File: config.mk
export PLATFORM = sky130hd
export DESIGN_NAME = spl_ctrl
export DESIGN_NICKNAME = d
export VERILOG_FILES = /design/src/logic/spl_pkg.sv /design/src/logic/spl_sync.sv /design/src/logic/spl_ctrl.sv
export VERILOG_INCLUDE_DIRS = /design/src /design/src/logic
export SDC_FILE = /design/constraint.sdc
export NUM_CORES = 1
export LEC_CHECK = 0
export ABC_CLOCK_PERIOD_IN_PS = 1300
export BUFFER_PORTS_ARGS = -buffer_cell sky130_fd_sc_hd__buf_2
export CAP_MARGIN = 10
export CORE_MARGIN = 1.5
export CORE_UTILIZATION = 35
export CTS_CLUSTER_DIAMETER = 150
export DETAILED_ROUTE_END_ITERATION = 8
export PLACE_DENSITY = 0.62
export REMOVE_ABC_BUFFERS = 1
export SLEW_MARGIN = 20
export SYNTH_ARGS = -nofsm -noshare
export SYNTH_HDL_FRONTEND = slang
export SYNTH_HIERARCHICAL = 1
export SYNTH_SLANG_ARGS = --single-unit
export TNS_END_PERCENT = 50
File: constraint.sdc
create_clock -name ref_clk -period 1.3 [get_ports ref_clk]
set_clock_uncertainty 0.15 [all_clocks]
set_input_delay 0.26 -clock ref_clk [delete_from_list [all_inputs] [get_ports ref_clk]]
set_output_delay 0.26 -clock ref_clk [all_outputs]
set_load 0.03 [all_outputs]
File: src/logic/spl_consts.svh
// Constants for the serial wiper latch controller.
`ifndef SPL_CONSTS_SVH
`define SPL_CONSTS_SVH
`define SPL_DATA_W 8
`define SPL_WORD_W 9
`define SPL_ADDR_BIT 8
`define SPL_MID_SCALE 8'h80
`define SPL_OUT_TAP 7
`define SPL_SHREG_RST 9'h000
`define SPL_COUT_RST 1'b0
`define SPL_PIN_RST 1'b1
`define SPL_UNUSED_LATCH 8'h00
`define SPL_DRIVE_LOW 1'b0
`endif

File: src/logic/spl_pkg.sv
// Types for the serial wiper latch controller.
package spl_pkg;
  typedef struct packed {
    logic [8:0] shreg;
    logic [7:0] wiper0;
    logic [7:0] wiper1;
    logic cout;
    logic sclk_d;
    logic cs_d;
    logic pr_d;
  } spl_state_t;
endpackage

File: src/logic/spl_sync.sv
// Two-flop synchroniser for a group of pins.
`timescale 1ns/100ps
`include "spl_consts.svh"
module spl_sync #(
  parameter int W = 4
) (
  input wire logic ref_clk,
  input wire logic reset_n,
  input wire logic [W-1:0] d,
  output logic [W-1:0] q
);
  logic [W-1:0] s1_r;
  logic [W-1:0] s1_nxt;
  logic [W-1:0] q_nxt;
  // Every pin resets high, the idle level of select, preset and power-down; the serial clock then only falls, which is harmless.
  genvar i;
  generate
    for (i = 0; i < W; i++)
    begin : g_bit
      always_ff @(posedge ref_clk or negedge reset_n)
      begin
        if (!reset_n)
        begin
          s1_r[i] <= `SPL_PIN_RST;
          q[i] <= `SPL_PIN_RST;
        end
        else
        begin
          s1_r[i] <= s1_nxt[i];
          q[i] <= q_nxt[i];
        end
      end
    end
  endgenerate
  always_comb
  begin
    s1_nxt = d;
    q_nxt = s1_r;
  end
endmodule // spl_sync

File: src/logic/spl_ctrl.sv
// Serial input, cascade output and wiper latch control of the potentiometer.
`timescale 1ns/100ps
`include "spl_consts.svh"
module spl_ctrl #(
  parameter bit DUAL = 1'b1
) (
  input wire logic ref_clk,
  input wire logic reset_n,
  input wire logic sclk,
  input wire logic cs_n,
  input wire logic serial_in,
  input wire logic preset_n,
  input wire logic power_down_n,
  output logic [7:0] wiper_code_latch0,
  output logic [7:0] wiper_code_latch1,
  output logic terminal_a_open,
  output logic wiper_to_b,
  output logic cascade_out_o,
  output logic cascade_out_oe
);
  spl_pkg::spl_state_t st_r;
  spl_pkg::spl_state_t st_nxt;
  logic [4:0] pins;
  logic sclk_s;
  logic cs_s;
  logic sdi_s;
  logic pr_s;
  logic pd_s;
  logic shift_ev;
  logic load_ev;
  logic pr_rise;
  logic word_addr;
  logic [`SPL_DATA_W-1:0] word_data;
  logic load_ch0;
  logic load_ch1;

  spl_sync #(.W(5)) u_sync (
    .ref_clk(ref_clk),
    .reset_n(reset_n),
    .d({sclk, cs_n, serial_in, preset_n, power_down_n}),
    .q(pins)
  );
  assign {sclk_s, cs_s, sdi_s, pr_s, pd_s} = pins;

  assign shift_ev = sclk_s && !st_r.sclk_d && !cs_s;
  assign load_ev = cs_s && !st_r.cs_d;
  assign pr_rise = pr_s && !st_r.pr_d && cs_s;
  assign word_addr = st_r.shreg[`SPL_ADDR_BIT];
  assign word_data = st_r.shreg[`SPL_DATA_W-1:0];
  // A single-channel part ignores the address bit and always loads its only latch.
  assign load_ch0 = load_ev && (!DUAL || !word_addr);
  assign load_ch1 = load_ev && DUAL && word_addr;

  always_comb
  begin
    st_nxt = st_r;
    st_nxt.sclk_d = sclk_s;
    st_nxt.cs_d = cs_s;
    st_nxt.pr_d = pr_s;
    if (shift_ev)
    begin
      // Newest bit enters at the bottom, so the first bit sent ends on top.
      st_nxt.shreg = {st_r.shreg[`SPL_WORD_W-2:0], sdi_s};
      st_nxt.cout = st_r.shreg[`SPL_OUT_TAP];
    end
    if (load_ch0)
    begin
      st_nxt.wiper0 = word_data;
    end
    if (load_ch1)
    begin
      st_nxt.wiper1 = word_data;
    end
    if (pr_rise)
    begin
      st_nxt.wiper0 = `SPL_MID_SCALE;
      st_nxt.wiper1 = `SPL_MID_SCALE;
    end
    // Preset is applied last so it wins any collision with a load.
    if (!pr_s)
    begin
      st_nxt.wiper0 = `SPL_MID_SCALE;
      st_nxt.wiper1 = `SPL_MID_SCALE;
      st_nxt.cout = `SPL_COUT_RST;
    end
  end

  always_ff @(posedge ref_clk or negedge reset_n)
  begin
    if (!reset_n)
    begin
      st_r <= '{
        shreg: `SPL_SHREG_RST,
        wiper0: `SPL_MID_SCALE,
        wiper1: `SPL_MID_SCALE,
        cout: `SPL_COUT_RST,
        sclk_d: `SPL_PIN_RST,
        cs_d: `SPL_PIN_RST,
        pr_d: `SPL_PIN_RST
      };
    end
    else
    begin
      st_r <= st_nxt;
    end
  end

  assign wiper_code_latch0 = st_r.wiper0;
  assign wiper_code_latch1 = DUAL ? st_r.wiper1 : `SPL_UNUSED_LATCH;
  assign terminal_a_open = !pd_s;
  assign wiper_to_b = !pd_s;
  // Open drain: drive only a low, never while powered down.
  assign cascade_out_o = `SPL_DRIVE_LOW;
  assign cascade_out_oe = pd_s && !st_r.cout;
endmodule // spl_ctrl

==> run_results.csv, run 1 <==
group,metric,value,unit
synth,ys_types,22,
setup_path,critical-path-top-delay-family,"flip-flops",
setup_path,critPathArrivalTime,1.07,ns
timing,rsz0062_at_grt,"true",
synth,yosysSeqAreaShare,65.3,%
clocking,cts_sinks,39,
placed_design,dp.cells,166,
finish,diodes,0,
finish,final_common_cell,"dfrtp_1",
finish,area_delta_synth_final,25.5,%
die,fp.dieW,69.0,µm
grt,grt_antenna_before_repair,0,
timing,slew_viol_final,0,
synth,syn_area,1520,µm²
setup_path,slowest_stage,"dfstp_2",
finish,drive_above_1_share,56.8,%
drt,drt_iter0_markers,42,
pwr,p_seq_share,54.5,%
synth,synth-main-ff-cell,"dfrtp_1",
setup_path,crit_required,0.89,ns
setup_path,path_max_fanout,3,
synth,ys_ff_latch,39,
timing,tns,-3.20,ns
timing,worst_slack,-0.185,ns
synth,synthCells,104,
status,outcome,"complete, but fails checks",
drt,routed_wl,2.61,mm
die,die_h,69.0,µm
drt,wl_per_cell,14.4,µm
timing,finalHoldViolCount,0,
placed_design,place_congestion,0.665,
synth,synth_largest_area_cell,"dfrtp_1",
placed_design,io_buffers,25,
die,num_rows,23,
die,ios,27,
die,fp.coreArea,4090,µm²
setup_path,cp_cell_sequence,"inv_2 -> nor2_2 -> buf_6",
synth,syn_avg_cell_area,14.7,µm²
clocking,ctsRootBufferMaster,"clkbuf_8",
setup_path,end_kind,"primary output",
pwr,irDropWorstVdd,0.693,mV
run,timing.max_cap.violations,0,
finish,final_nets,138,
finish,fin_cells,182,
setup_path,max_stage_delay,0.53,ns
synth,async_flop_share,100,%
grt,grt-ovfl-total,0,
grt,track_usage,13.7,%
pwr,powerDensity,1480,nW/µm²
clocking,cts-buffers-inserted,5,
synth,synth-edff-count,0,
worst_hold_path,hold_class,"flop to flop",
timing,finalCritPeriodShare,114,%
drt,drt_first_pass_iters,4,
status,violations,"setup timing",
pwr,internal-power,2.10,mW
grt,first_global_vias,940,
setup_path,cp_num_buf_inv,2,
timing,max_freq,0.673,GHz
die,fp.dieArea,4760,µm²
pwr,leakagePower,0.916,nW
setup_path,cp-start-kind,"flop",
finish,final_cell_mix,"24 x dfrtp_1, 21 x buf_2, 15 x dfstp_2",
pwr,pwr-share-comb,14.8,%
drt,avgViaCountPerCell,4.76,
pwr,power.switching,735,µW
placed_design,dp_hpwl,1.74,mm
synth,yosys-top-cells-area,"dfrtp_1 39%, dfstp_2 26%, buf_4 8.9%",
setup_path,reg2reg_slack,-0.17,ns
grt,grt_max_degree,30,
grt,grt_pass1_wl,4.55,mm
synth,post-synth-top-area-fraction,39.4,%
clocking,path_clk_slew,0.07,ns
pwr,clkPwrFrac,30.7,%
pwr,swShare,26.0,%
clocking,clockBufferDepth,2,
synth,synth_warnings,6,
clocking,clock_latency,0.29,ns
drt,post-route-drc-count,0,
clocking,cts_tree,"yes",
timing,setup_viol,29,
clocking,h-tree-depth,2,
setup_path,critPathKind,"flop to primary output",
die,start_util,37.3,%
drt,route.vias.total,866,
timing,period_needed,1.48,ns
timing,timing.hold.ws,0.206,ns
drt,ant_nets,0,
[layout make-up]
cell class	count	area, µm²
Timing Repair Buffer	40	314
Multi-Input combinational cell	39	419
Clock buffer	8	100
Fill cell	371	2170
Inverter	6	22.5
Sequential cell	39	995
Tap cell	50	62.6
[through the flow]
step | area, µm² | power (mW) | util (%) | setup slack, ns
detailed placement | 1640 | 1.85 | 40.1 | -0.188
floorplan | 1370 | 1.68 | - | -0.343
global route | 1910 | 2.98 | 46.8 | -0.234
global placement | 1640 | 1.83 | 40.1 | -0.157
CTS | 1900 | 2.85 | 46.5 | -0.224
finish | 1910 | 2.83 | 46.8 | -0.185
[cell usage after synthesis, types with 2 or more instances]
cell and count:
a32o_1 7, a22o_1 7, mux2_1 7, inv_1 6, buf_4 18, nand2_1 2
dfstp_2 15, o21ai_1 3, nor2b_1 2, dfrtp_1 24, nor2_4 2
[worst reg2reg max path: stages (launching register included)]
cell and delay (ns):
dfstp_2 0.53, nor3b_4 0.21, buf_12 0.17, mux2_4 0.30
[per-layer routing]
layer  track usage [%]  wire length, µm  vias to the layer above
met1              16.0             1210                      442
met2              21.6             1260                       21
li1                  -                -                      398
met4              8.33               43                        0
met5                 0                0                        -
met3              4.55              101                        5
[registers in the layout (all words and copies together) (netlist names)]
name and count:
wiper_code_latch1 8, st_r 13, u_sync/q_nxt 5, wiper_code_latch0 8, u_sync/q 5
[power by group through the flow]
stage | logic (mW) | clock network [mW] | registers, mW
floorplan | 0.153 | 0 | 1.53
global placement | 0.289 | 0 | 1.54
detailed placement | 0.298 | 0 | 1.55
CTS | 0.417 | 0.897 | 1.54
global route | 0.454 | 0.961 | 1.57
finish | 0.418 | 0.870 | 1.54
[kinds of logic after synthesis]
kind of cell | count (synthesis) | synth area share (%)
flops | 39 | 65.3
compound gates | 21 | 12.0
other cells | 1 | 0.246
mux | 8 | 5.83
simple gates | 9 | 5.25
buf+inv | 26 | 11.4
[final timing paths]
kind,start,end,cells past startpoint
min reg2reg,u_sync/q_nxt[4],u_sync/q[4],0
max,u_sync/q[0],cascade_out_oe,3
max reg2reg,u_sync/q[4],st_r[24],3
max in group asynchronous,reset_n,u_sync/q[4],3
min in group asynchronous,reset_n,wiper_code_latch1[2],2
min,u_sync/q_nxt[4],u_sync/q[4],0
[repair_timing]
| action | in CTS | in global routing |
|---|---|---|
| setup buffers | 2 | 0 |
| endpoints found under the hold margin | 36 | 0 |
| setup endpoints to repair | 31 | 37 |
| pin swaps | 12 | 8 |
| hold buffers | 6 | 0 |
| gates resized for setup | 22 | 5 |
No activity file was read; power rests on OpenSTA's default activity.
==> run 2: changes to the inputs <==
--- a/config.mk
+++ b/config.mk
@@ -6,14 +6,14 @@
 export SDC_FILE = /design/constraint.sdc
 export NUM_CORES = 1
 export LEC_CHECK = 0
-export ABC_CLOCK_PERIOD_IN_PS = 1300
+export ABC_CLOCK_PERIOD_IN_PS = 1450
 export BUFFER_PORTS_ARGS = -buffer_cell sky130_fd_sc_hd__buf_2
 export CAP_MARGIN = 10
 export CORE_MARGIN = 1.5
 export CORE_UTILIZATION = 35
 export CTS_CLUSTER_DIAMETER = 150
 export DETAILED_ROUTE_END_ITERATION = 8
-export PLACE_DENSITY = 0.62
+export PLACE_DENSITY = 0.6
 export REMOVE_ABC_BUFFERS = 1
 export SLEW_MARGIN = 20
 export SYNTH_ARGS = -nofsm -noshare
==> constraint.sdc (replaced) <==
create_clock -name ref_clk -period 1.45 [get_ports ref_clk]
set_clock_uncertainty 0.15 [all_clocks]
set_input_delay 0.29 -clock ref_clk [delete_from_list [all_inputs] [get_ports ref_clk]]
set_output_delay 0.29 -clock ref_clk [all_outputs]
set_load 0.03 [all_outputs]
==> run 2 against run 1 <==
Against the previous run:
- the run still ends with setup timing left
- total power down 14%
- sequential power down 9.7%
- setup slack improved by 0.12 ns
- sequential share of layout area increased by 2.1 points
- critical path type unchanged
- flip-flop and latch count stayed put
- design area down 3.9%
- highest routed layer unchanged
- clock power down 22%
- critical path depth is the same
==> run_results.csv, run 2 (synthesized netlist as in run 1, its figures left out) <==
group,metric,value,unit
finish,final_common_cell,"dfrtp_1",
pwr,powerDensity,1320,nW/µm²
drt,routed_wl,2.73,mm
worst_hold_path,hold_depth,0,
drt,drt_first_pass_iters,4,
clocking,cts_tree,"yes",
finish,fin_util,45.0,%
drt,ant_nets,0,
finish,nFillCells,384,
pwr,power.total,2.43,mW
timing,tns,-0.179,ns
timing,finalCritPeriodShare,104,%
drt,wl_per_cell,15.2,µm
finish,area_delta_synth_final,20.7,%
clocking,post_cts_buffers,0,
setup_path,timing.rr.start,"u_sync/q[4]",
setup_path,r2r_cells,3,
die,start_util,37.3,%
finish,regMostFlops,"st_r",
placed_design,io_buffers,25,
clocking,h-tree-depth,2,
setup_path,cp-start-kind,"flop",
die,fp.coreArea,4090,µm²
setup_path,slowest_stage,"dfstp_2",
grt,grt_antenna_before_repair,0,
timing,period_needed,1.51,ns
drt,drt_iter0_markers,28,
grt,grt_pass1_wl,4.34,mm
timing,worst_slack,-0.0617,ns
setup_path,crit_required,1.01,ns
drt,route.vias.total,862,
status,outcome,"complete, but fails checks",
drt,avgViaCountPerCell,4.79,
worst_hold_path,hold_class,"flop to flop",
setup_path,cp_cell_sequence,"inv_2 -> nor2_4 -> buf_6",
clocking,cts-buffers-inserted,5,
grt,track_usage,13.0,%
die,fp.dieW,69.0,µm
timing,finalHoldViolCount,0,
drt,post-route-drc-count,0,
setup_path,reg2reg_slack,-0.02,ns
setup_path,cp.depth,3,
status,violations,"setup timing",
setup_path,max_stage_delay,0.53,ns
setup_path,cp_num_buf_inv,2,
placed_design,pre_cts_slack,-0.0378,ns
clocking,ctsRootBufferMaster,"clkbuf_8",
clocking,clock_latency,0.29,ns
clocking,path_clk_slew,0.07,ns
die,fp.dieArea,4760,µm²
pwr,leakagePower,0.880,nW
setup_path,critical-path-top-delay-family,"flip-flops",
placed_design,dp_hpwl,1.82,mm
finish,final_cell_mix,"24 x dfrtp_1, 22 x buf_2, 15 x dfstp_2",
timing,max_freq,0.662,GHz
grt,grt_max_degree,40,
die,num_rows,23,
timing,slew_viol_final,0,
worst_hold_path,hold_start,"u_sync/q_nxt[1]",
die,die_h,69.0,µm
clocking,clockBufferDepth,2,
timing,rsz0062_at_grt,"true",
grt,first_global_vias,923,
finish,drive_above_1_share,51.5,%
setup_path,path_max_fanout,3,
pwr,irDropWorstVdd,0.676,mV
worst_hold_path,whs_endpoint,"u_sync/q[1]",
grt,grt-ovfl-total,0,
setup_path,critPathArrivalTime,1.07,ns
run,timing.max_cap.violations,0,
placed_design,place_congestion,0.655,
finish,largest_reg_flops,13,
timing,setup_viol,10,
die,ios,27,
setup_path,end_kind,"primary output",
setup_path,r2r-end,"st_r[23]",
finish,diodes,0,
clocking,cts_sinks,39,
finish,final_nets,136,
setup_path,critPathKind,"flop to primary output",
[run 2: cell types whose count changed in the layout (fill, tap and decap cells not counted), sizes merged]
cell / previous run / this run
buf: 33 / 32
clkbuf: 9 / 8
[run 2: power by group]
part	switching (mW)	internal [mW]
Combinational	0.163	0.196
Sequential	0.152	1.24
Clock	0.341	0.341
[run 2: layout make-up]
class / count / area (µm²) / area share (%)
sequential: 39 / 995 / 54.1
multi-input combinational: 39 / 405 / 22.0
timing repair buffer: 38 / 274 / 14.9
clock buffer: 8 / 80.1 / 4.35
tap: 50 / 62.6 / 3.40
inverter: 6 / 22.5 / 1.22
[run 2: stage by stage]
stage | instance area, µm² | hold slack [ns] | std cells
after CTS | 1810 | 0.206 | 180
final | 1840 | 0.205 | 180
after detailed placement | 1640 | 0.126 | 166
after global placement | 1640 | 0.116 | 166
after floorplan | 1370 | -0.156 | 84
after global routing | 1840 | 0.211 | 180
[run 2: worst reg2reg max path, cell delays in order (launching register included)]
cell     delay (ns)
dfstp_2        0.53
nor3b_4        0.21
buf_12         0.17
mux2_4         0.30
[run 2: repair_timing]
| item | in CTS | in global routing |
|---|---|---|
| gates resized for setup | 11 | 5 |
| pin swaps | 1 | 4 |
| hold buffers | 6 | 0 |
| cloned | 0 | 0 |
| hold endpoints to repair | 29 | 0 |
| setup endpoints to repair | 12 | 27 |
[run 2: per-layer routing]
metal | global-route usage, % | share of wire (%) | vias to the layer above
li1 | - | - | 393
met1 | 15.9 | 47 | 434
met2 | 20.6 | 47 | 29
met3 | 3.90 | 4.6 | 6
met4 | 7.35 | 1.9 | 0
met5 | 0 | 0 | -
[run 2: worst max path at each step]
stage | from | endpoint | slack, ns
after floorplan | u_sync/q[0] | cascade_out_oe | -0.22
after global placement | u_sync/q[4] | st_r[23] | -0.003
final | u_sync/q[0] | cascade_out_oe | -0.06
after global routing | u_sync/q[0] | cascade_out_oe | -0.09
after detailed placement | u_sync/q[4] | st_r[23] | -0.04
after CTS | u_sync/q[0] | cascade_out_oe | -0.12
